### config.mk
export PLATFORM = sky130hd
export DESIGN_NAME = interrupt_vector_and_tick_source
export DESIGN_NICKNAME = d
export VERILOG_FILES = /design/src/hw/ivts_pkg.sv /design/src/hw/tick_divider.sv /design/src/hw/interrupt_vector_and_tick_source.sv
export SDC_FILE = /design/constraint.sdc
export NUM_CORES = 1
export LEC_CHECK = 0
export BUFFER_PORTS_ARGS = -buffer_cell sky130_fd_sc_hd__clkbuf_2
export CORE_MARGIN = 2
export CORE_UTILIZATION = 35
export DETAILED_ROUTE_END_ITERATION = 6
export REMOVE_ABC_BUFFERS = 1
export SYNTH_ARGS = -nofsm -noshare
export SYNTH_HDL_FRONTEND = slang
export SYNTH_SLANG_ARGS = --single-unit
### constraint.sdc
create_clock -name sys_clk -period 2.1 [get_ports sys_clk]
set_input_delay 0.21 -clock sys_clk [delete_from_list [all_inputs] [get_ports sys_clk]]
set_output_delay 0.21 -clock sys_clk [all_outputs]
set_load 0.01 [all_outputs]
### src/hw/ivts_pkg.sv
package ivts_pkg;
  // ==========================================================
  // register map (word index on the plain register port)
  localparam int        ADDR_W       = 4;
  localparam int        DATA_W       = 8;
  localparam logic [3:0] ADDR_CTRL   = 4'h0;
  localparam logic [3:0] ADDR_VECTOR = 4'h1;
  localparam logic [3:0] ADDR_STATUS = 4'h2;
  localparam logic [3:0] ADDR_MASK   = 4'h3;

  // control register fields
  localparam int CTRL_TIMER5_EN  = 0;
  localparam int CTRL_REQTICK_EN = 1;
  localparam logic [7:0] CTRL_RESET = 8'h00;

  // status / mask fields
  localparam int STAT_REQTICK = 0;
  localparam int STAT_ACKED   = 1;
  localparam int STAT_W       = 2;
  localparam logic [1:0] STAT_RESET = 2'h0;
  localparam logic [1:0] MASK_RESET = 2'h0;

  // restart opcode layout: 11 nnn 111
  localparam logic [1:0] VEC_TOP_BITS = 2'h3;
  localparam logic [2:0] VEC_LOW_BITS = 3'h7;
  localparam int         VEC_IDX_LSB  = 3;
  localparam int         VEC_IDX_MSB  = 5;
  localparam logic [2:0] VEC_IDX_RESET = 3'h0;
  localparam int         VEC_BIT0     = 0;

  // tick timing
  localparam int CLK_MHZ        = 200;
  localparam int TICK_PERIOD_US = 524290;
  localparam int TICK_CYCLES    = TICK_PERIOD_US * CLK_MHZ;
  localparam int TICK_CNT_W     = 27;

  // acknowledge responder states
  typedef enum logic [1:0] {
    ACK_IDLE  = 2'b01,
    ACK_DRIVE = 2'b10
  } ack_state_t;
endpackage

### src/hw/tick_divider.sv
`timescale 1ns/100ps
`default_nettype none
module tick_divider #(
  parameter int CNT_W  = ivts_pkg::TICK_CNT_W,
  parameter int PERIOD = ivts_pkg::TICK_CYCLES
) (
  input  wire logic sys_clk,
  input  wire logic reset,
  output var  logic tick
);
  import ivts_pkg::*;

  logic [CNT_W-1:0] cnt_r;
  logic [CNT_W-1:0] cnt_nxt;
  logic             tick_r;
  logic             tick_nxt;

  // ==========================================================
  // free-running period counter, one-cycle tick at wrap
  always_comb
  begin
    if (cnt_r == CNT_W'(PERIOD - 1))
    begin
      cnt_nxt  = '0;
      tick_nxt = 1'b1;
    end
    else
    begin
      cnt_nxt  = cnt_r + 1'b1;
      tick_nxt = 1'b0;
    end
  end

  always_ff @(posedge sys_clk)
  begin
    if (reset)
    begin
      cnt_r  <= '0;
      tick_r <= 1'b0;
    end
    else
    begin
      cnt_r  <= cnt_nxt;
      tick_r <= tick_nxt;
    end
  end

  assign tick = tick_r;

  // tick only ever follows the counter wrapping to zero
  property p_tick_period;
    @(posedge sys_clk) disable iff (reset)
      tick |-> (cnt_r == '0);
  endproperty
  a_tick_period: assert property (p_tick_period)
    else $error("tick not aligned to period wrap");
endmodule
`default_nettype wire

### src/hw/interrupt_vector_and_tick_source.sv
// Behaviour
// - acknowledge answer is a restart opcode, C7 to FF in steps of eight.
// - even-vector jumper forces bit zero low, giving C6 to FE.
// - forcing bit zero alters only the driven byte; vector register reads odd.
// - real-time tick every 524.29 ms, jumper selects it as interrupt source.
// - tick interrupts need timer5 disabled, request/tick enabled, mask passing.
// - no acknowledge answer while incoming priority grant is low.
// - when answering acknowledge, outgoing priority line is driven low.
`timescale 1ns/100ps
`default_nettype none
module interrupt_vector_and_tick_source #(
  parameter int TICK_PERIOD = ivts_pkg::TICK_CYCLES,
  parameter int TICK_W      = ivts_pkg::TICK_CNT_W
) (
  input  wire logic                          sys_clk,
  input  wire logic                          reset,
  input  wire logic [ivts_pkg::ADDR_W-1:0]   regAddr,
  input  wire logic [ivts_pkg::DATA_W-1:0]   regWrData,
  input  wire logic                          regWrite,
  input  wire logic                          regRead,
  output var  logic [ivts_pkg::DATA_W-1:0]   regRdData,
  input  wire logic                          evenVectorJumper,
  input  wire logic                          tickSelectJumper,
  input  wire logic                          dataRequest,
  input  wire logic                          intAck,
  input  wire logic                          priorityIn_n,
  output var  logic                          priorityOut_n,
  output var  logic [ivts_pkg::DATA_W-1:0]   vecData,
  output var  logic                          vecDataOe,
  output var  logic                          irq
);
  import ivts_pkg::*;

  logic [DATA_W-1:0] ctrl_r, ctrl_nxt;
  logic [2:0]        vecIdx_r, vecIdx_nxt;
  logic [STAT_W-1:0] status_r, status_nxt;
  logic [STAT_W-1:0] mask_r, mask_nxt;
  logic [DATA_W-1:0] rdData_r, rdData_nxt;
  logic [DATA_W-1:0] vecData_r, vecData_nxt;
  ack_state_t        ackState_r, ackState_nxt;
  logic              tick;
  logic              reqTickSrc;
  logic              tickPath;
  logic [STAT_W-1:0] pendBits;
  logic              pending;
  logic              ackTaken;
  logic [DATA_W-1:0] oddOpcode;

  // ==========================================================
  // tick source
  tick_divider #(
    .CNT_W  (TICK_W),
    .PERIOD (TICK_PERIOD)
  ) u_tick (
    .sys_clk (sys_clk),
    .reset   (reset),
    .tick    (tick)
  );

  // ==========================================================
  // interrupt sources and gating
  // shared source line: jumper picks tick or disk data request
  assign reqTickSrc = tickSelectJumper ? tick : dataRequest;
  // enable pair gates the shared line, both must be right
  assign tickPath = ctrl_r[CTRL_REQTICK_EN] & ~ctrl_r[CTRL_TIMER5_EN];
  assign pendBits = status_r & mask_r & {1'b1, tickPath};
  assign pending  = |pendBits;
  assign irq      = pending;
  // stored register always holds the odd restart opcode
  assign oddOpcode = {VEC_TOP_BITS, vecIdx_r, VEC_LOW_BITS};
  assign ackTaken  = intAck & priorityIn_n & pending;

  // ==========================================================
  // downstream grant: pass low upstream grant, pull low when we claim
  assign priorityOut_n = priorityIn_n & ~pending;

  // ==========================================================
  // register next values; set beats read-clear in the same cycle
  always_comb
  begin
    ctrl_nxt   = ctrl_r;
    vecIdx_nxt = vecIdx_r;
    mask_nxt   = mask_r;
    status_nxt = status_r;
    rdData_nxt = '0;
    if (regWrite)
    begin
      case (regAddr)
        ADDR_CTRL:   ctrl_nxt   = regWrData;
        ADDR_VECTOR: vecIdx_nxt = regWrData[VEC_IDX_MSB:VEC_IDX_LSB];
        ADDR_MASK:   mask_nxt   = regWrData[STAT_W-1:0];
        default:     ;
      endcase
    end
    if (regRead)
    begin
      case (regAddr)
        ADDR_CTRL:   rdData_nxt = ctrl_r;
        ADDR_VECTOR: rdData_nxt = oddOpcode;
        ADDR_STATUS:
        begin
          rdData_nxt = {{(DATA_W-STAT_W){1'b0}}, status_r};
          status_nxt = '0;
        end
        ADDR_MASK:   rdData_nxt = {{(DATA_W-STAT_W){1'b0}}, mask_r};
        default:     rdData_nxt = '0;
      endcase
    end
    if (reqTickSrc)
      status_nxt[STAT_REQTICK] = 1'b1;
    if (ackTaken)
      status_nxt[STAT_ACKED] = 1'b1;
  end

  always_ff @(posedge sys_clk)
  begin
    if (reset)
    begin
      ctrl_r   <= CTRL_RESET;
      vecIdx_r <= VEC_IDX_RESET;
      status_r <= STAT_RESET;
      mask_r   <= MASK_RESET;
      rdData_r <= '0;
    end
    else
    begin
      ctrl_r   <= ctrl_nxt;
      vecIdx_r <= vecIdx_nxt;
      status_r <= status_nxt;
      mask_r   <= mask_nxt;
      rdData_r <= rdData_nxt;
    end
  end

  assign regRdData = rdData_r;

  // ==========================================================
  // acknowledge responder: drives the byte for one cycle
  always_comb
  begin
    ackState_nxt = ACK_IDLE;
    vecData_nxt  = '0;
    case (ackState_r)
      ACK_IDLE,
      ACK_DRIVE:
      begin
        if (ackTaken)
        begin
          ackState_nxt = ACK_DRIVE;
          vecData_nxt  = oddOpcode;
          // only the bus copy loses bit zero, register untouched
          if (evenVectorJumper)
            vecData_nxt[VEC_BIT0] = 1'b0;
        end
      end
      default:
      begin
        ackState_nxt = ACK_IDLE;
        vecData_nxt  = '0;
      end
    endcase
  end

  always_ff @(posedge sys_clk)
  begin
    if (reset)
    begin
      ackState_r <= ACK_IDLE;
      vecData_r  <= '0;
    end
    else
    begin
      ackState_r <= ackState_nxt;
      vecData_r  <= vecData_nxt;
    end
  end

  assign vecData   = vecData_r;
  assign vecDataOe = (ackState_r == ACK_DRIVE);

  // ==========================================================
  // checks
  property p_opcode_form;
    @(posedge sys_clk) disable iff (reset)
      vecDataOe |-> (vecData[7:6] == VEC_TOP_BITS) && (vecData[2:1] == 2'h3)
                    && (vecData[0] == !$past(evenVectorJumper));
  endproperty
  a_opcode_form: assert property (p_opcode_form)
    else $error("acknowledge byte not a restart opcode");

  property p_even_vector;
    @(posedge sys_clk) disable iff (reset)
      (ackTaken && evenVectorJumper) |=> vecDataOe && !vecData[0];
  endproperty
  a_even_vector: assert property (p_even_vector)
    else $error("even jumper did not clear bit zero");

  property p_reg_stays_odd;
    @(posedge sys_clk) disable iff (reset)
      (regRead && regAddr == ADDR_VECTOR) |=> regRdData[0] && regRdData[7:6] == VEC_TOP_BITS;
  endproperty
  a_reg_stays_odd: assert property (p_reg_stays_odd)
    else $error("vector register read not odd opcode");

  property p_source_sets;
    @(posedge sys_clk) disable iff (reset)
      (tickSelectJumper && tick) |=> status_r[STAT_REQTICK];
  endproperty
  a_source_sets: assert property (p_source_sets)
    else $error("tick did not set status");

  property p_tick_gate;
    @(posedge sys_clk) disable iff (reset)
      (irq && !(status_r[STAT_ACKED] && mask_r[STAT_ACKED]))
        |-> ctrl_r[CTRL_REQTICK_EN] && !ctrl_r[CTRL_TIMER5_EN] && mask_r[STAT_REQTICK];
  endproperty
  a_tick_gate: assert property (p_tick_gate)
    else $error("tick interrupt without enables");

  property p_no_grant;
    @(posedge sys_clk) disable iff (reset)
      !priorityIn_n |=> !vecDataOe;
  endproperty
  a_no_grant: assert property (p_no_grant)
    else $error("answered without priority grant");

  property p_claim_chain;
    @(posedge sys_clk) disable iff (reset)
      ackTaken |-> !priorityOut_n ##1 vecDataOe;
  endproperty
  a_claim_chain: assert property (p_claim_chain)
    else $error("claim did not pull priority out low");

  property p_drive_cause;
    @(posedge sys_clk) disable iff (reset)
      vecDataOe |-> $past(intAck) && $past(pending) && $past(priorityIn_n);
  endproperty
  a_drive_cause: assert property (p_drive_cause)
    else $error("vector driven without pending acknowledge");

  c_ack_odd:  cover property (@(posedge sys_clk) vecDataOe && vecData[0]);
  c_ack_even: cover property (@(posedge sys_clk) vecDataOe && !vecData[0]);
  c_blocked:  cover property (@(posedge sys_clk) intAck && pending && !priorityIn_n);
  c_tick_irq: cover property (@(posedge sys_clk) tickSelectJumper && tick ##1 irq);
endmodule
`default_nettype wire

* Word level (Yosys, flattened, before mapping)
Cells that the tools add are included.
** Operators by class
- Add/sub/neg operators :: 1
- Equality and inequality tests :: 6
- Muxes and demuxes :: 10
- Bitwise logic cells :: 11
- Reduce and logical (&&, ||, !) cells :: 16
** Operator list (number)
- $pmux 8 s4 :: 1
- $add 27x1->27 const B :: 1
- $eq 27x27->1 const B :: 1
- $reduce_and 2->1 :: 5
- $reduce_or 2->1 :: 5
- $eq 4x2->1 const B :: 2
- $mux 8 :: 1
- $reduce_bool 2->1 :: 4
- $mux 2 :: 3
- $mux 1 :: 5
- $not 1->1 :: 5
- $and 1x1->1 :: 4
- $and 2x2->2 :: 2
- $eq 4x1->1 const B :: 1
- $logic_not 4->1 :: 1
- $reduce_or 3->1 :: 1
- $eq 2x1->1 const B :: 1
- $eq 2x2->1 const B :: 1
** Storage, ports and cells
- Register bits :: 61
- Bits of input ports :: 21
- Output and inout bits :: 19
- Logic and storage cells :: 55

* Logic depth before layout (Yosys ltp)
Gate-level depths: netlist (run 1).
- Depth in word-level cells :: 7
- Gate-level depth with buffers :: 6
- Mapped depth without buffers :: 6

* Modules after synthesis
A second synthesis (run 1) with hierarchy kept.
** Second synthesis, totals
- Cell total of the unflattened synthesis :: 273
- Area total of the unflattened synthesis :: 2556.2 µm²
** Modules (own cells, without submodules)
- tick_divider :: instances 1, cells each 156, area each 1348.8 µm², seq. area each 560.5 µm²
- interrupt_vector_and_tick_source :: instances 1, cells each 117, area each 1207.4 µm², seq. area each 580.6 µm²

* Worst setup path after synthesis (run 1)
No wires, ideal clock.
- Path kind :: register to register
- Start point :: reg u_tick.cnt_r[0]
- End point :: reg u_tick.cnt_r[26]
- Library setup time :: 0.067 ns
- Data arrival time :: 2.083 ns
- Required time :: 2.033 ns
- Setup slack :: -0.050 ns
- Stages on the path, launching flop included :: 7
- Path buffers :: 1
- Clock period less this slack :: 2.150 ns
- Path through :: dfxtp_1 ha_1 nand4_4 or4_4 buf_6 or4_4 a21oi_2
** On the way
- Word-level cells in the longest chain between the ends :: 2
- Elaborated cells between the ends (all ways) :: 3
- Classes of those cells :: add/sub (1); eq/ne (1); reduce/logical (1)
** Ends and longest elaborated chain
- start, declared :: RTL line tick_divider.sv:13 : logic [CNT_W-1:0] cnt_r;
- start signal, assigned :: RTL line tick_divider.sv:43 : cnt_r <= cnt_nxt;
- branches (longest 2 deep; another with $add 27x1->27)
Several ways; the timed one is not identified.
A chain may end at the register's enable or synchronous reset.

* Worst setup path after layout (run 1)
- Start point :: reg u_tick.cnt_r[0]
- End point :: reg u_tick.cnt_r[22]
Same word-level chain as after synthesis.

==> metrics.md, run 1 <==
| Metric | Value |
|---|---|
| Status | finished, final reports clean |
| CP Max Fanout | 6 |
| CTS tree | yes |
| Reg2reg path depth | 5 |
| Max Cap Viol | 0 |
| Final nets | 328 |
| R2r setup slk | 0.11 ns |
| Cell area after synthesis | 2400 sq um |
| Starting Density | 35.7% |
| Final wirelength | 4.78 mm |
| Critical Path Source Type | register |
| Leak pwr | 1.21 nW |
| Fin util | 43.4% |
| Power Density | 759 nW/um^2 |
| Synth Area per Inst | 9.23 sq um |
| Yosys warns | 0 |
| DR pass1 iterations | 4 |
| Pre-CTS setup slack | 0.0821 ns |
| Hold Fails Final Rpt | 0 |
| Initial DRC Count | 65 |
| R2R Path Start | u_tick.cnt_r[0] |
| Slew @ Worst Pin | 0.524 ns |
| Clk slew on worst S/H paths | 0.07 ns |
| Fraction of layout instances using a drive strength above 1 | 23.9% |
| Asr flop ratio synth | 0% |
| Final antenna diode count | 0 |
| RSZ-0062 raised after global routing | no |
| Yosys reg bits | 57 |
| Seq/Total Area, Yosys | 47.5% |
| Grt total ovfl | 0 |
| Die footprint | 7540 sq um |
| Post-synthesis cell count | 260 |
| Max Transition Viols Final | 0 |
| VDD IR max | 0.453 mV |
| Number of CTS-inserted buffers | 9 |
| Min-Delay Path Class | input port to register |
| Worst R2R End | u_tick.cnt_r[22] |
| Achievable clock frequency | 502 MHz |
| Max-slew headroom | 64.9% |
| Setup violations, final | 0 |
| Minimum clock period | 1.99 ns |
| Predominant post-synthesis flop cell | dfxtp_1 |
| Die height | 86.8 um |
| CP startpoint | u_tick.cnt_r[0] |
| Top-count cell post-synth | dfxtp_1 |
| Via count | 1960 |
| CP required | 2.37 ns |
| Row cnt | 30 |
| Count of port buffers added during placement | 39 |
| DP Wirelength | 3.44 mm |
| PnR worst setup slack | 0.109 ns |
| Unique cell type count in the Yosys netlist | 38 |
| Largest net degree at the start of global routing | 28 |
| Final Wtd Congestion | 0.763 |
| Max Clock Skew | 0.00718 ns |
| Clk sinks | 57 |
| Largest family of logic cells by synthesized area | simple AND/OR/NAND/NOR gates |
| Clk Latency, worst-skew pair | 0.33 ns |
| Wire length per cell | 12.2 um |
| Die width | 86.8 um |
| Simple-gate share of the synthesized area | 26.5% |
| Core footprint | 6720 sq um |
| GRT Overall Usage | 13.8% |
| Crit path kind | register to register |
| Synthesized-area fraction occupied by adder cells | 1.04% |
| Fin crit share | 94.8% |
| First-pass GRT wire length | 8.09 mm |
| Clock Tree Root | clkbuf_8 |
| Compound-Gate Fraction of Synth Area | 8.24% |
| EDFF count, synth | 0 |
| Layout area overhead | 21.6% |
| Vias in the first global route | 1792 |
| WP data arrival | 2.26 ns |
| CTS Buffer Depth | 2 |
| Vias/cell | 5.03 |
| Dominant cells by area after synthesis | dfxtp_1, mux2i_1, nor2_1, xnor2_1, a21oi_1 |
| H-tree depth | 3 |
| Synth Area in XOR/XNOR | 4.38% |
| Initial antenna violation count | 0 |
| CP Capture Type | register |
| Synth cell count leaders | dfxtp_1, nor2_1, mux2i_1 |
| Residual DRC | 0 |
| Multiplexer area fraction after synthesis | 7.92% |
| Worst setup path endpoint | u_tick.cnt_r[22] |
| Fillers | 667 |
| Post-synth top area share | 47.5% |
| Antenna Violating Nets Remaining | 0 |
| Largest area contributor in the netlist | dfxtp_1 |
| IO Pins | 40 |
[worst max-delay path, cell delays in order (launching register included)]
cell and delay [ns]:
dfxtp_1 0.33, ha_2 0.23, nand4_4 0.11, or4_4 0.59, or4_1 0.52, a21oi_1 0.14
[cells by family after synthesis]
kind of cell	after synthesis
AND/OR/NAND/NOR	118
adder cells (fa/ha/maj)	2
XOR/XNOR	12
flip-flops	57
multiplexers	19
AO/OA/AOI/OAI	31
buffers and inverters	21
[area by class of cell]
class                   instances  area (sq um)  area share [%]
repair buffers                 49           283            9.69
clock inverters                 6          67.6            2.32
flip-flops and latches         57          1140            39.1
multi-input cells             182          1170            40.0
well taps                      80           100            3.43
inverters                       6          22.5           0.772
clock buffers                  10           138            4.72
[timing repair]
action                     CTS  global route
hold endpoints to repair     0             0
hold buffers                 0             0
setup endpoints to repair    0             4
setup buffers                0             0
gates resized for setup      0             2
[registers in the layout, indices dropped and copies added (netlist names)]
signal / cells
vecData: 5
status_r: 2
ackState_r: 1
mask_r: 2
ctrl_r: 8
regRdData: 8
u_tick.tick: 1
u_tick.cnt_r: 27
vecIdx_r: 3
[cells in the final DEF (no fill, tap or decap), types with 3 or more instances in the layout]
master,count
xor2_1,4
nor4b_1,4
dfxtp_1,57
nand4_1,8
xnor2_1,8
mux2i_1,19
buf_4,9
nor2_1,45
and4_1,3
o31ai_1,6
clkbuf_8,10
o21ai_0,6
nor3_1,3
inv_1,6
or3_1,5
clkbuf_2,39
and2_1,3
or4_1,5
and3_1,3
nand3_1,11
a21oi_1,12
nor4_1,4
or4_4,3
nand2_1,14
[metal layers]
| layer | track usage [%] | up-vias | share of wire (%) |
|---|---|---|---|
| met1 | 16.7 | 885 | 48 |
| met5 | 0 | - | 0 |
| li1 | - | 1013 | - |
| met2 | 21.6 | 56 | 44 |
| met4 | 4.69 | 0 | 0.88 |
| met3 | 6.38 | 6 | 6.9 |
[power breakdown]
part	switching, mW	leakage, nW	internal, mW
clock	0.446	0.0985	0.581
combinational	0.0487	0.649	0.0411
sequential	0.00765	0.460	1.09
total	0.502	1.21	1.71
[worst min-delay path by stage]
stage                startpoint           to  slack, ns  cells past startpoint
4_1_cts        evenVectorJumper   vecData[0]      0.009                      2
3_3_place_gp   evenVectorJumper   vecData[0]       0.37                      2
2_1_floorplan             reset  status_r[0]       0.28                      1
5_1_grt        evenVectorJumper   vecData[0]      0.002                      2
3_5_place_dp   evenVectorJumper   vecData[0]       0.38                      2
6_report       evenVectorJumper   vecData[0]       0.02                      2
[stage by stage]
stage	instances	area (sq um)	hold slack (ns)	power (mW)	TNS, ns
after detailed placement	374	2710	0.376	1.21	0
after global routing	390	2920	0.00169	2.31	0
after CTS	390	2910	0.00877	2.25	0
final	390	2920	0.0249	2.22	0
after global placement	374	2710	0.371	1.21	0
after floorplan	245	2320	0.279	1.16	-14.75
(Power assumes the default switching activity.)
==> run 2: changes to the inputs <==
- CORE_ASPECT_RATIO: default -> 2
==> run 2 against run 1 <==
  * Core utilization is 3.0 points higher
  * Fmax is 0.60% higher
  * Count of clock-buffer cells in the layout is 1 lower
  * Clock power is 61% higher
  * Global-route usage is 1.5 points higher
  * Largest power group is now clock
==> metrics.md, run 2 (synthesis gave the netlist of run 1 again) <==
| Metric | Value |
|---|---|
| Row cnt | 42 (+40%) |
| GRT Overall Usage | 15.3% (+1.5 points) |
| Residual DRC | 0 (unchanged) |
| Clk slew on worst S/H paths | 0.05 ns (-0.02 ns) |
| Core footprint | 6620 sq um (-1.5%) |
| Antenna Violating Nets Remaining | 0 (unchanged) |
| IO Pins | 40 (unchanged) |
| Wire length per cell | 13.4 um (+9.7%) |
| GRT met1 Usage | 13.0% (-3.7 points) |
| Via count | 2029 (+3.5%) |
| Final wirelength | 5.34 mm (+12%) |
| Clk sinks | 57 (unchanged) |
| Sw power | 0.565 mW (+13%) |
| CP required | 2.35 ns (-0.02 ns) |
| CTS tree | yes |
| Crit path kind | register to register |
| Minimum clock period | 1.98 ns (-0.0119 ns) |
| Max Cap Viol | 0 (unchanged) |
| Vias/cell | 5.11 (+1.7%) |
| Most common cell after layout, fill and taps aside | dfxtp_1 |
| Die footprint | 7570 sq um (+0.53%) |
| Most frequent cells in the layout | dfxtp_1, nor2_1, clkbuf_2 |
| Status | finished, final reports clean |
| Cts hold-fix bufs | 0 (unchanged) |
| Clock Tree Root | clkbuf_16 |
| CP Max Fanout | 7 (+1) |
| Fillers | 654 (-1.9%) |
| Min-Delay Path Class | input port to register |
| Placed cell areas | 2710 sq um (about the same) |
| Int Pwr | 2.29 mW (+34%) |
| Logic gate share of total power | 3.2% (-0.9 points) |
| Max Clock Skew | 0.00505 ns (-0.00213 ns) |
| Initial DRC Count | 87 (+34%) |
| Power Density | 929 nW/um^2 (+22%) |
| Critical Path Source Type | register |
| Leak pwr | 1.27 nW (+5.2%) |
| Top Usage Layer GRT | met2 |
| Max Transition Viols Final | 0 (unchanged) |
| Clk Latency, worst-skew pair | 0.32 ns (about the same) |
| CP Capture Type | register |
| Vias in the first global route | 2039 (+14%) |
| Grt met2 use | 30.5% (+8.9 points) |
| Fin crit share | 94.2% (-0.57 points) |
| Die width | 62.6 um (-28%) |
| Die height | 121 um (+40%) |
| VDD IR max | 0.478 mV (+5.5%) |
| Fin Setup TNS | 0 ns (unchanged) |
| Final antenna diode count | 0 (unchanged) |
| Number of CTS-inserted buffers | 9 (unchanged) |
| Initial antenna violation count | 0 (unchanged) |
| Final Cell Area | 3080 sq um (+5.4%) |
| Achievable clock frequency | 505 MHz (+0.60%) |
| Count of port buffers added during placement | 39 (unchanged) |
| Switch share | 19.8% (-2.9 points) |
| Setup violations, final | 0 (unchanged) |
| DP Wirelength | 4.07 mm (+18%) |
| First-pass GRT wire length | 8.94 mm (+11%) |
| Final Wtd Congestion | 0.812 (+6.4%) |
| Hold Fails Final Rpt | 0 (unchanged) |
| Share of power burned in registers | 38.6% (-11 points) |
| Max-slew headroom | 61.7% (-3.3 points) |
| Starting Density | 36.2% (+0.53 points) |
| Hold Slack | 0.0364 ns (+0.0115 ns) |
| Final nets | 327 (-0.30%) |
| RSZ-0062 raised after global routing | no |
| Fraction of layout instances using a drive strength above 1 | 23.9% (+0.077 points) |
| Met3 GRT Util | 3.80% (-2.6 points) |
| Grt total ovfl | 0 (unchanged) |
| Post-CTS setup buffers | 0 (unchanged) |
| Slew @ Worst Pin | 0.573 ns (+0.0487 ns) |
| WP data arrival | 2.23 ns (-0.03 ns) |
| Clock power share | 58.2% (+12 points) |
| H-tree depth | 3 (unchanged) |
| Layout area overhead | 28.2% |
| Max reg flops | 27 (unchanged) |
| Largest net degree at the start of global routing | 28 (unchanged) |
| Top reg by flops | u_tick.cnt_r |
| CTS Buffer Depth | 2 (unchanged) |
| DR pass1 iterations | 4 (unchanged) |
## run 2: changes by cell type in the layout (fill, tap and decap cells not counted)
| cell | change |
|---|---|
| buf_4 | -1 |
| bufinv_16 | +2 |
| clkbuf_16 | +9 |
| clkbuf_8 | -10 |
| clkinv_4 | -1 |
| ha_2 | -1 |
| ha_4 | +1 |
| nor4b_1 | -1 |
| nor4b_2 | +1 |
## run 2: layer usage
metal	share of wire (%)	wire length, um	vias up
met2	58	3070	52
met3	4.0	213	14
met1	35	1870	953
li1	-	-	1010
met5	0	0	-
met4	3.3	174	0
## run 2: worst paths after layout
kind	startpoint	slack, ns	depth (start not counted)	end
worst max-delay path	u_tick.cnt_r[1]	0.12	5	u_tick.cnt_r[22]
worst min register to register	ctrl_r[7]	0.47	2	regRdData[7]
worst max register to register	u_tick.cnt_r[1]	0.12	5	u_tick.cnt_r[22]
worst min-delay path	evenVectorJumper	0.04	2	vecData[0]
## run 2: per-stage QoR
stage          power (mW)  worst slack [ns]  std cells  util, %
2_1_floorplan        1.16            -0.700        245        -
3_3_place_gp         1.21            0.0743        381     40.9
3_5_place_dp         1.21            0.0584        381     40.9
4_1_cts              2.89            0.0470        397     46.1
5_1_grt              2.95            0.0302        397     46.4
6_report             2.86             0.121        397     46.4
## run 2: area by class of cell
cell class,instances,area (sq um),share of cell area [%]
repair buffers,48,275,8.95
well taps,88,110,3.58
clock buffers,9,225,7.32
clock inverters,7,119,3.86
multi-input cells,182,1180,38.4
inverters,6,22.5,0.732
flip-flops and latches,57,1140,37.1
## run 2: what timing repair did
action,4_1_cts,5_1_grt
endpoints found under the setup margin,0,3
hold endpoints to repair,0,0
gates resized for setup,0,4
## run 2: critical path, stage by stage (launching register included)
cell and delay, ns:
dfxtp_1 0.39, ha_4 0.17, nand4_4 0.10, or4_4 0.58
or4_1 0.52, a21oi_1 0.15
## run 2: power by group through the flow
stage	Combinational (mW)	Sequential (mW)	Clock [mW]
2_1_floorplan	0.0358	1.12	0
3_3_place_gp	0.0899	1.12	0
3_5_place_dp	0.0905	1.12	0
4_1_cts	0.0911	1.10	1.70
5_1_grt	0.102	1.10	1.75
6_report	0.0909	1.10	1.66
==> run 3: changes to the inputs <==
- PLACE_DENSITY: default -> 0.65
==> run 3 against run 2 <==
  * Wire length decreased by 3.9%
  * Total power decreased by 14%
  * Final cell count shrank 0.76%
  * Cell area is 3.5% lower
  * Core utilization shrank 1.6 points
  * Flip-flop and latch count stayed put
  * Non-clock buffer count shrank 2
  * Register-to-register slack about the same
  * Clock skew up 0.0025 ns
  * Critical path type unchanged
==> metrics.md, run 3 (synthesis gave the netlist of run 1 again) <==
| Metric | Value |
|---|---|
| Status | finished, final reports clean |
| Achievable clock frequency | 508 MHz (+0.42%) |
| Top reg by flops | u_tick.cnt_r |
| Power Density | 827 nW/um^2 (-11%) |
| DP Wirelength | 3.83 mm (-5.9%) |
| Initial antenna violation count | 0 (unchanged) |
| Minimum clock period | 1.97 ns (-0.00828 ns) |
| Grt total ovfl | 0 (unchanged) |
| Max reg flops | 27 (unchanged) |
| Critical Path Source Type | register |
| Vias/cell | 5.07 (-0.83%) |
| CP cell instances | ha_4 > nand4_4 > or4_4 > or4_1 > a21oi_1 |
| Clk slew on worst S/H paths | 0.05 ns (about the same) |
| Max Transition Viols Final | 0 (unchanged) |
| Max Cap Viol | 0 (unchanged) |
| Dpl cells | 379 (-0.52%) |
| Antenna Violating Nets Remaining | 0 (unchanged) |
| Number of CTS-inserted buffers | 9 (unchanged) |
| DR pass1 iterations | 4 (unchanged) |
| Starting Density | 36.2% (unchanged) |
| CP startpoint | u_tick.cnt_r[0] |
| CTS Buffer Depth | 2 (unchanged) |
| Slew @ Worst Pin | 0.600 ns (+0.0266 ns) |
| Crit path kind | register to register |
| H-tree depth | 3 (unchanged) |
| Die footprint | 7570 sq um (unchanged) |
| Hold path startpoint | evenVectorJumper |
| Most common cell after layout, fill and taps aside | dfxtp_1 |
| Residual DRC | 0 (unchanged) |
| Final Cell Area | 2970 sq um (-3.5%) |
| Layout Cells excl Fill | 394 (-0.76%) |
| Final wirelength | 5.13 mm (-3.9%) |
| Fin crit share | 93.8% (-0.39 points) |
| R2R Path Start | u_tick.cnt_r[0] |
| Count of port buffers added during placement | 39 (unchanged) |
| First-pass GRT wire length | 8.58 mm (-4.0%) |
| Final antenna diode count | 0 (unchanged) |
| CP max stage cell | or4_4 |
| Placed cell areas | 2690 sq um (-0.55%) |
| Row cnt | 42 (unchanged) |
| Vias in the first global route | 1948 (-4.5%) |
| GRT Overall Usage | 14.7% (-0.62 points) |
| Max-slew headroom | 59.9% (-1.8 points) |
| Core footprint | 6620 sq um (unchanged) |
| Die width | 62.6 um (unchanged) |
| Hold Fails Final Rpt | 0 (unchanged) |
| Min-Delay Path Class | input port to register |
| Final Wtd Congestion | 0.802 (-1.2%) |
| Clk sinks | 57 (unchanged) |
| Die height | 121 um (unchanged) |
| Initial DRC Count | 124 (+43%) |
| Fraction of layout instances using a drive strength above 1 | 21.6% (-2.4 points) |
| Via count | 1997 (-1.6%) |
| Layout area overhead | 23.7% |
| Most frequent cells in the layout | dfxtp_1, nor2_1, clkbuf_2 |
| Clk Latency, worst-skew pair | 0.32 ns (about the same) |
| Largest net degree at the start of global routing | 28 (unchanged) |
| Final nets | 325 (-0.61%) |
| CP top delay family | simple AND/OR/NAND/NOR gates |
| Wire length per cell | 13.0 um (-3.2%) |
| Critical Path Max Stage Delay | 0.60 ns (+0.02 ns) |
| CP required | 2.35 ns (about the same) |
| Critical path buffer and inverter count | 0 (unchanged) |
| CP Max Fanout | 7 (unchanged) |
| Max Clock Skew | 0.00753 ns (+0.00248 ns) |
| Setup violations, final | 0 (unchanged) |
| Clock Tree Root | clkbuf_16 |
| Leak pwr | 1.22 nW (-4.0%) |
| CP Capture Type | register |
| RSZ-0062 raised after global routing | no |
| WP data arrival | 2.22 ns (about the same) |
| VDD IR max | 0.459 mV (-3.9%) |
| IO Pins | 40 (unchanged) |
| Fin util | 44.8% (-1.6 points) |
| CTS tree | yes |
-- run 3: changes by cell type in the layout (fill, tap and decap cells not counted) --
cell / before / now
clkbuf_1: 0 / 5
bufinv_16: 3 / 0
buf_4: 8 / 6
clkinvlp_4: 2 / 0
clkbuf_8: 0 / 1
clkinv_2: 1 / 0
clkinv_4: 1 / 0
dfxtp_1: 57 / 56
dfxtp_2: 0 / 1
nor4b_1: 3 / 4
nor4b_2: 1 / 0
-- run 3: area by class of cell --
type / count / area [sq um]
fillers: 652 / 3650
inverters: 6 / 22.5
clock buffers: 15 / 258
multi-input cells: 182 / 1180
repair buffers: 46 / 260
well taps: 88 / 110
flip-flops and latches: 57 / 1140
-- run 3: what timing repair did --
item | 4_1_cts | 5_1_grt
hold buffers | 0 | 0
setup endpoints to repair | 0 | 4
buffers inserted | 0 | 0
resized for setup | 0 | 4
-- run 3: through the flow --
step | setup WS (ns) | power (mW) | TNS (ns) | hold WS (ns)
6_report | 0.130 | 2.46 | 0 | 0.0478
5_1_grt | 0.0261 | 2.54 | 0 | 0.0386
4_1_cts | 0.0467 | 2.49 | 0 | 0.0363
3_5_place_dp | 0.0705 | 1.21 | 0 | 0.379
3_3_place_gp | 0.117 | 1.21 | 0 | 0.369
2_1_floorplan | -0.700 | 1.16 | -14.75 | 0.279
-- run 3: power breakdown --
group          leakage [nW]  internal, mW  switching (mW)
logic                 0.636        0.0412          0.0478
clock network         0.124         0.822           0.440
registers             0.461          1.10          0.0103
total                  1.22          1.96           0.498
-- run 3: routing by layer --
layer / share of wire (%) / wire length (um) / up-vias / global-route usage [%]
met2: 56 / 2880 / 50 / 28.2
li1: - / - / 1015 / -
met1: 37 / 1890 / 918 / 13.3
met4: 3.1 / 158 / 0 / 9.44
met3: 3.8 / 197 / 14 / 3.71
met5: 0 / 0 / - / 0
-- run 3: path summary, 6_finish.rpt --
kind,slack (ns),cells after the start,endpoint
max,0.13,5,u_tick.cnt_r[22]
min,0.05,2,vecData[0]
max reg2reg,0.13,5,u_tick.cnt_r[22]
min reg2reg,0.47,2,regRdData[7]
-- run 3: worst reg2reg max path: stages (launching register included) --
cell	delay, ns
dfxtp_1	0.37
ha_4	0.17
nand4_4	0.10
or4_4	0.60
or4_1	0.52
a21oi_1	0.14
